[src/card_mode_pkg.sv]
// Constants shared by the card slot mode switch
package card_mode_pkg;
   // ==========================================
   // Bus widths and answers
   localparam int ADDR_W = 12;
   localparam int DATA_W = 32;
   localparam logic [1:0] RESP_OKAY = 2'h0;
   localparam logic [1:0] RESP_SLVERR = 2'h2;
   // ==========================================
   // Register indices, byte address is four times the index
   localparam logic [7:0] IDX_POWER = 8'h29;
   localparam logic [7:0] IDX_IFACE = 8'h55;
   localparam logic [7:0] IDX_CAPS_LO = 8'h40;
   localparam logic [7:0] IDX_CAPS_HI = 8'h41;
   localparam logic [7:0] IDX_STATUS = 8'h60;
   // ==========================================
   // Field positions
   localparam int BIT_SUPPLY_ON = 4;
   localparam int BIT_IFACE_EN = 0;
   localparam int BIT_PCIE_CAP = 20;
   localparam int BIT_SUPPLY2_CAP = 28;
   localparam int BIT_ST_MODE = 0;
   localparam int BIT_ST_DETECT = 1;
   localparam int BIT_ST_CLKREQ = 2;
   localparam int BIT_ST_PRSNT = 3;
   // ==========================================
   // Reset and fixed values
   localparam logic RST_SUPPLY_ON = 1'b0;
   localparam logic RST_IFACE_EN = 1'b0;
   localparam logic PCIE_CAPABLE = 1'b1;
   localparam logic [3:0] SD_IDLE = 4'hf;
endpackage

[src/mode_ctrl_if.sv]
// Mode control between register logic and the pin switch
`timescale 1ns/1ps
interface mode_ctrl_if;
   logic pcie_mode;
   logic clkreq_level;
   modport ctrl (output pcie_mode, input clkreq_level);
   modport sw (input pcie_mode, output clkreq_level);
endinterface

[src/card_pin_mux.sv]
// Pin switch between the SD data lines and the PCIe signals
`timescale 1ns/1ps
module card_pin_mux (
   // Clock and reset
   input wire logic mclk,
   input wire logic rst_n,
   // Mode control
   mode_ctrl_if.sw ctl,
   // SD controller side
   input wire logic [3:0] sd_dat_out,
   input wire logic [3:0] sd_dat_oe,
   output logic [3:0] sd_dat_in,
   // PCIe unit side
   input wire logic pcie_perst_n,
   input wire logic pcie_clkreq_pull,
   output logic pcie_clkreq_n_in,
   input wire logic pcie_refclk,
   input wire logic pcie_tx,
   output logic pcie_rx,
   // Card socket side
   output logic [3:0] card_dat_out,
   output logic [3:0] card_dat_oe,
   input wire logic [3:0] card_dat_in
);
   import card_mode_pkg::*;

   // ==========================================
   // Routing toward the card
   always_ff @(posedge mclk or negedge rst_n) begin
      if (!rst_n) begin
         card_dat_out <= 4'h0;
         card_dat_oe <= 4'h0;
      end else if (ctl.pcie_mode) begin
         card_dat_out <= {pcie_perst_n, 1'b0, pcie_tx, pcie_refclk};
         card_dat_oe <= {1'b1, pcie_clkreq_pull, 2'h3};
      end else begin
         card_dat_out <= sd_dat_out;
         card_dat_oe <= sd_dat_oe;
      end
   end

   // ==========================================
   // Routing from the card
   always_ff @(posedge mclk or negedge rst_n) begin
      if (!rst_n) begin
         sd_dat_in <= SD_IDLE;
         pcie_clkreq_n_in <= 1'b1;
         pcie_rx <= 1'b0;
      end else if (ctl.pcie_mode) begin
         sd_dat_in <= SD_IDLE;
         pcie_clkreq_n_in <= card_dat_in[2];
         pcie_rx <= card_dat_in[1];
      end else begin
         sd_dat_in <= card_dat_in;
         pcie_clkreq_n_in <= 1'b1;
         pcie_rx <= 1'b0;
      end
   end

   assign ctl.clkreq_level = pcie_clkreq_n_in;

   // ==========================================
   // Checks
   logic run_ok;

   always_ff @(posedge mclk or negedge rst_n) begin
      if (!rst_n) begin
         run_ok <= 1'b0;
      end else begin
         run_ok <= 1'b1;
      end
   end
endmodule

[src/card_bus_mode_switch.sv]
// Mode switch for a card slot shared by SD and PCIe
//
// Our own choices: the address map and the AXI4-Lite slave port.
`timescale 1ns/1ps
module card_bus_mode_switch (
   // Clock and reset
   input wire logic mclk,
   input wire logic rst_n,
   // AXI4-Lite write address and data
   input wire logic [card_mode_pkg::ADDR_W-1:0] s_axi_awaddr,
   input wire logic s_axi_awvalid,
   output logic s_axi_awready,
   input wire logic [card_mode_pkg::DATA_W-1:0] s_axi_wdata,
   input wire logic [3:0] s_axi_wstrb,
   input wire logic s_axi_wvalid,
   output logic s_axi_wready,
   // AXI4-Lite write response
   output logic [1:0] s_axi_bresp,
   output logic s_axi_bvalid,
   input wire logic s_axi_bready,
   // AXI4-Lite read
   input wire logic [card_mode_pkg::ADDR_W-1:0] s_axi_araddr,
   input wire logic s_axi_arvalid,
   output logic s_axi_arready,
   output logic [card_mode_pkg::DATA_W-1:0] s_axi_rdata,
   output logic [1:0] s_axi_rresp,
   output logic s_axi_rvalid,
   input wire logic s_axi_rready,
   // SD controller side
   input wire logic [3:0] sd_dat_out,
   input wire logic [3:0] sd_dat_oe,
   output logic [3:0] sd_dat_in,
   output logic sd_card_detect_n,
   // PCIe unit side
   input wire logic pcie_perst_n,
   input wire logic pcie_clkreq_pull,
   output logic pcie_clkreq_n_in,
   input wire logic pcie_refclk,
   input wire logic pcie_tx,
   output logic pcie_rx,
   output logic pcie_present_n,
   // Card socket and power
   output logic [3:0] card_dat_out,
   output logic [3:0] card_dat_oe,
   input wire logic [3:0] card_dat_in,
   input wire logic socket_detect_n,
   output logic second_supply_en
);
   import card_mode_pkg::*;

   logic second_supply_on;
   logic pcie_iface_enable;
   logic [ADDR_W-1:0] wr_addr;
   logic [DATA_W-1:0] wr_data;
   logic [3:0] wr_strb;
   logic aw_full;
   logic w_full;
   logic [DATA_W-1:0] next_rdata;
   logic rd_hit;
   mode_ctrl_if mode_bus ();

   function automatic logic reg_hit(input logic [ADDR_W-1:0] addr,
                                    input logic [7:0] idx);
      return addr[ADDR_W-1:2] == {2'h0, idx};
   endfunction

   // ==========================================
   // Write channel
   always_ff @(posedge mclk or negedge rst_n) begin
      if (!rst_n) begin
         s_axi_awready <= 1'b1;
         aw_full <= 1'b0;
         wr_addr <= '0;
      end else if (s_axi_awvalid && s_axi_awready) begin
         s_axi_awready <= 1'b0;
         aw_full <= 1'b1;
         wr_addr <= s_axi_awaddr;
      end else if (s_axi_bvalid && s_axi_bready) begin
         s_axi_awready <= 1'b1;
         aw_full <= 1'b0;
      end
   end

   always_ff @(posedge mclk or negedge rst_n) begin
      if (!rst_n) begin
         s_axi_wready <= 1'b1;
         w_full <= 1'b0;
         wr_data <= '0;
         wr_strb <= 4'h0;
      end else if (s_axi_wvalid && s_axi_wready) begin
         s_axi_wready <= 1'b0;
         w_full <= 1'b1;
         wr_data <= s_axi_wdata;
         wr_strb <= s_axi_wstrb;
      end else if (s_axi_bvalid && s_axi_bready) begin
         s_axi_wready <= 1'b1;
         w_full <= 1'b0;
      end
   end

   always_ff @(posedge mclk or negedge rst_n) begin
      if (!rst_n) begin
         s_axi_bvalid <= 1'b0;
         s_axi_bresp <= RESP_OKAY;
      end else if (aw_full && w_full && !s_axi_bvalid) begin
         s_axi_bvalid <= 1'b1;
         s_axi_bresp <= (reg_hit(wr_addr, IDX_POWER) ||
            reg_hit(wr_addr, IDX_IFACE) || reg_hit(wr_addr, IDX_CAPS_LO) ||
            reg_hit(wr_addr, IDX_CAPS_HI) || reg_hit(wr_addr, IDX_STATUS))
            ? RESP_OKAY : RESP_SLVERR;
      end else if (s_axi_bready) begin
         s_axi_bvalid <= 1'b0;
      end
   end

   // ==========================================
   // Control bits
   always_ff @(posedge mclk or negedge rst_n) begin
      if (!rst_n) begin
         second_supply_on <= RST_SUPPLY_ON;
         pcie_iface_enable <= RST_IFACE_EN;
      end else if (aw_full && w_full && !s_axi_bvalid) begin
         if (reg_hit(wr_addr, IDX_POWER) && wr_strb[0])
            second_supply_on <= wr_data[BIT_SUPPLY_ON];
         if (reg_hit(wr_addr, IDX_IFACE) && wr_strb[0])
            pcie_iface_enable <= wr_data[BIT_IFACE_EN];
      end
   end

   // ==========================================
   // Supply, mode and presence outputs
   assign mode_bus.pcie_mode = second_supply_on;

   always_ff @(posedge mclk or negedge rst_n) begin
      if (!rst_n) begin
         second_supply_en <= 1'b0;
         pcie_present_n <= 1'b1;
         sd_card_detect_n <= 1'b1;
      end else begin
         second_supply_en <= second_supply_on;
         pcie_present_n <= !pcie_iface_enable;
         sd_card_detect_n <= socket_detect_n;
      end
   end

   // ==========================================
   // Read channel
   always_comb begin
      next_rdata = '0;
      rd_hit = 1'b1;
      if (reg_hit(s_axi_araddr, IDX_POWER))
         next_rdata[BIT_SUPPLY_ON] = second_supply_on;
      else if (reg_hit(s_axi_araddr, IDX_IFACE))
         next_rdata[BIT_IFACE_EN] = pcie_iface_enable;
      else if (reg_hit(s_axi_araddr, IDX_CAPS_LO))
         next_rdata[BIT_PCIE_CAP] = PCIE_CAPABLE;
      else if (reg_hit(s_axi_araddr, IDX_CAPS_HI))
         next_rdata[BIT_SUPPLY2_CAP] = PCIE_CAPABLE;
      else if (reg_hit(s_axi_araddr, IDX_STATUS)) begin
         next_rdata[BIT_ST_MODE] = second_supply_on;
         next_rdata[BIT_ST_DETECT] = !sd_card_detect_n;
         next_rdata[BIT_ST_CLKREQ] = mode_bus.clkreq_level;
         next_rdata[BIT_ST_PRSNT] = pcie_present_n;
      end else
         rd_hit = 1'b0;
   end

   always_ff @(posedge mclk or negedge rst_n) begin
      if (!rst_n) begin
         s_axi_arready <= 1'b1;
         s_axi_rvalid <= 1'b0;
         s_axi_rdata <= '0;
         s_axi_rresp <= RESP_OKAY;
      end else if (s_axi_arvalid && s_axi_arready) begin
         s_axi_arready <= 1'b0;
         s_axi_rvalid <= 1'b1;
         s_axi_rdata <= next_rdata;
         s_axi_rresp <= rd_hit ? RESP_OKAY : RESP_SLVERR;
      end else if (s_axi_rvalid && s_axi_rready) begin
         s_axi_arready <= 1'b1;
         s_axi_rvalid <= 1'b0;
      end
   end

   // ==========================================
   // Pin switch
   card_pin_mux pin_mux (
      .mclk(mclk),
      .rst_n(rst_n),
      .ctl(mode_bus.sw),
      .sd_dat_out(sd_dat_out),
      .sd_dat_oe(sd_dat_oe),
      .sd_dat_in(sd_dat_in),
      .pcie_perst_n(pcie_perst_n),
      .pcie_clkreq_pull(pcie_clkreq_pull),
      .pcie_clkreq_n_in(pcie_clkreq_n_in),
      .pcie_refclk(pcie_refclk),
      .pcie_tx(pcie_tx),
      .pcie_rx(pcie_rx),
      .card_dat_out(card_dat_out),
      .card_dat_oe(card_dat_oe),
      .card_dat_in(card_dat_in)
   );

   // ==========================================
   // Checks
   logic run_ok;

   always_ff @(posedge mclk or negedge rst_n) begin
      if (!rst_n) begin
         run_ok <= 1'b0;
      end else begin
         run_ok <= 1'b1;
      end
   end
endmodule

[config.mk]
export PLATFORM = sky130hd
export DESIGN_NAME = card_bus_mode_switch
export DESIGN_NICKNAME = d
export VERILOG_FILES = /design/src/card_mode_pkg.sv /design/src/mode_ctrl_if.sv /design/src/card_pin_mux.sv /design/src/card_bus_mode_switch.sv
export SDC_FILE = /design/constraint.sdc
export NUM_CORES = 1
export LEC_CHECK = 0
export BUFFER_PORTS_ARGS = -buffer_cell sky130_fd_sc_hd__buf_2
export CAP_MARGIN = 15
export CORE_AREA = 2 2 70 78
export DETAILED_ROUTE_END_ITERATION = 8
export DIE_AREA = 0 0 72 80
export GPL_TIMING_DRIVEN = 0
export PLACE_DENSITY = 0.83
export SLEW_MARGIN = 10
export SYNTH_ARGS = -nofsm -noshare
export SYNTH_HDL_FRONTEND = slang
export SYNTH_SLANG_ARGS = --single-unit
[constraint.sdc]
create_clock -name mclk -period 4.1 [get_ports mclk]
set_input_delay 0.615 -clock mclk [delete_from_list [all_inputs] [get_ports mclk]]
set_output_delay 0.615 -clock mclk [all_outputs]
set_load 0.05 [all_outputs]
==> summary.txt <==
outcome: complete, no violations
Worst EP required: 3480 ps
Startpoint Class: flip-flop
GR Util met2: 26.9%
post-route minimum period: 1780 ps
final wirelength: 4060 um
setup tns final: 0 ps
Clock Sink Count: 48
share of power burned in registers: 46.5%
nature of the critical path endpoint: primary output
via count of the first global-routing pass: 1,465
CORE AREA: 4970 um^2
post-place setup slack: 2240 ps
Combinational Power Share: 30.1%
r2r setup slk: 2410 ps
Worst-path clk slew: 90 ps
Max Fclk: 562 MHz
IO Pins: 142
max cap viols: 0
Critical Path AT: 1170 ps
Die H: 80 um
clock buffer depth: 2
Internal Pwr Total: 0.935 mW
kind of critical path: flip-flop to primary output
DIE WIDTH: 72 um
# resized after CTS: 0
synthesized cell area: 2160 um^2
nets: 365
Area Growth Syn to Fin: 30.9%
clk_lat worst skew: 300 ps
Switch Pwr: 0.504 mW
Buf+Inv Stages, Crit Path: 1
grt met1 use: 15.0%
Rel. slew slack: 31.1%
critical path's slowest cell: dfstp_2
CTS tree: done
die area: 5760 um^2
Starting Density: 43.5%
pin count of the biggest net entering global routing: 49
IR drop worst, VDD: 0.000331 V
DR iter-0 viols: 41
GR Layer Usage met3: 4.55%
placed cell count: 332
fin cells: 340
crit path max fanout: 5
clock root buffer: clkbuf_8
number of diodes: 0
number of buffers created by CTS: 5
ys flop type: dfrtp_1
Unique masters post-synth: 43
fin worst setup slack: 2320 ps
final hold violation count: 0
H-Tree Depth: 2
postcts setup bufs: 0
post-synthesis instance total: 171
syn avg cell area: 12.6 um^2
Post-synth EDFFs: 0
hpwl dp: 3160 um
Cell Pwr Density: 509 nW/um^2
Residual DRC: 0
Post-Route Skew: 10.0 ps
grt ovf: 0
# port buffers: 77
fin. max-slew vios: 0
ANT nets after route: 0
static leakage: 1.44 nW
unrepaired setup endpoints after global routing: no
Worst-Margin Slew: 1030 ps
share of post-route cells with drive strength above 1: 55.3%
global route hottest layer: met2
clock share of power: 23.4%
gr usage total: 14.4%
CP cell instances: buf_2
post-DR vias/cell: 4.61
hold_buf cts: 0
Layout fillers: 453
Via Count: 1,569
Min-Delay Path Class: flip-flop to flip-flop
net switching fraction of the power: 35.0%
GPL Wtd Cong: 0.788
Synth Warn #: 0
# setup viols final: 0
Avg WL per Cell: 11.9 um
ys async rst share: 100%
initial antenna violation count: 0
CP max stage delay: 590 ps
First-pass DRT Iterations: 4
synthesized flop and latch total: 48
final period utilization: 43.4%
CP top delay family: flip-flops
global-route wire length before repair: 6380 um
num rows: 27
post-synthesis sequential area ratio: 56.2%
-- routing by layer --
layer	vias to the layer above	part of all wire [%]	routed length, um
met3	6	8.3	337
met1	736	38	1560
li1	760	-	-
met2	67	52	2110
met5	-	0	0
met4	0	1.1	45
-- path summary, 6_finish.rpt --
kind	cells after the start	start	end
max	1	s_axi_arready	s_axi_arready
min	0	mode_bus.pcie_mode	second_supply_en
min in group asynchronous	1	rst_n	wr_addr[6]
max in group asynchronous	1	rst_n	pin_mux.pcie_rx
max reg2reg	3	wr_addr[3]	pcie_iface_enable
min reg2reg	0	mode_bus.pcie_mode	second_supply_en
-- power groups by stage --
| stage | clock network, mW | registers (mW) | logic (mW) |
|---|---|---|---|
| 2_1_floorplan | 0 | 0.761 | 0.241 |
| 3_3_place_gp | 0 | 0.670 | 0.424 |
| 3_5_place_dp | 0 | 0.677 | 0.438 |
| 4_1_cts | 0.350 | 0.668 | 0.438 |
| 5_1_grt | 0.371 | 0.683 | 0.465 |
| 6_report | 0.337 | 0.669 | 0.433 |
-- cell usage in the layout, fill, tap and decap left out, drive strengths merged --
master / Yosys / final
or4: 1 / 1
mux2i: 3 / 3
nand4bb: 1 / 1
nand4b: 1 / 1
a21oi: 3 / 3
clkinv: 0 / 1
or3b: 3 / 3
or2: 8 / 8
o21ai: 3 / 3
a211o: 1 / 1
nand2: 13 / 13
clkinvlp: 0 / 1
a31o: 1 / 1
conb: 1 / 27
or3: 3 / 3
inv: 5 / 5
nand3b: 2 / 2
mux2: 20 / 20
o32a: 1 / 1
and2: 1 / 1
dfrtp: 38 / 38
nand4: 1 / 1
o41ai: 2 / 2
nand2b: 2 / 2
nor3: 1 / 1
or4b: 1 / 1
bufinv: 0 / 1
nor4: 4 / 4
clkbuf: 3 / 8
a211oi: 1 / 1
dfstp: 10 / 10
a22o: 4 / 4
nor2b: 1 / 1
nor4b: 1 / 1
buf: 28 / 105
or4bb: 2 / 2
nand3: 1 / 1
-- Yosys cell counts (2+ instances only) --
library cell,instances,area share (%)
mux2i_1,3,1.4
or3b_1,2,0.81
nand2_1,13,2.3
inv_1,5,0.87
a22o_1,4,1.6
mux2_2,17,8.9
o21ai_0,2,0.46
mux2_1,3,1.6
or3_1,2,0.58
nand2b_1,2,0.58
a21oi_1,3,0.69
buf_4,27,9.4
or4bb_1,2,1.0
clkbuf_1,3,0.52
or2_2,7,2.0
dfrtp_1,38,44
nor4_2,3,1.7
dfstp_2,10,12
-- kinds of logic after synthesis --
logic type      synth area share (%)
compound gates                  5.79
other cells                    0.174
buf+inv                         11.0
simple gates                    15.1
mux                             11.8
flops                           56.2
-- through the flow --
step	area (um^2)	power [mW]	utilization [%]	hold WS, ps
2_1_floorplan	2260	1.00	-	319
3_5_place_dp	2720	1.12	54.7	359
3_3_place_gp	2720	1.09	54.7	356
4_1_cts	2830	1.46	56.9	383
6_report	2830	1.44	56.9	380
5_1_grt	2830	1.52	56.9	389
-- state kept, by name (all words and copies together) (netlist names), 2 cells and up --
register / cells
wr_data: 2
pin_mux.card_dat_out: 4
s_axi_rdata: 7
pin_mux.sd_dat_in: 4
pin_mux.card_dat_oe: 4
wr_addr: 10
-- area by class of cell --
class,instances,area (um^2),share of cell area [%]
Buffer,31,219,7.74
Clock buffer,5,68.8,2.43
Clock inverter,3,42.5,1.50
Inverter,5,18.8,0.664
Multi-Input combinational cell,113,807,28.5
Sequential cell,48,1210,42.9
Tap cell,58,72.6,2.57
Timing Repair Buffer,77,385,13.6
Note: power is estimated with default switching activity, not from simulation.
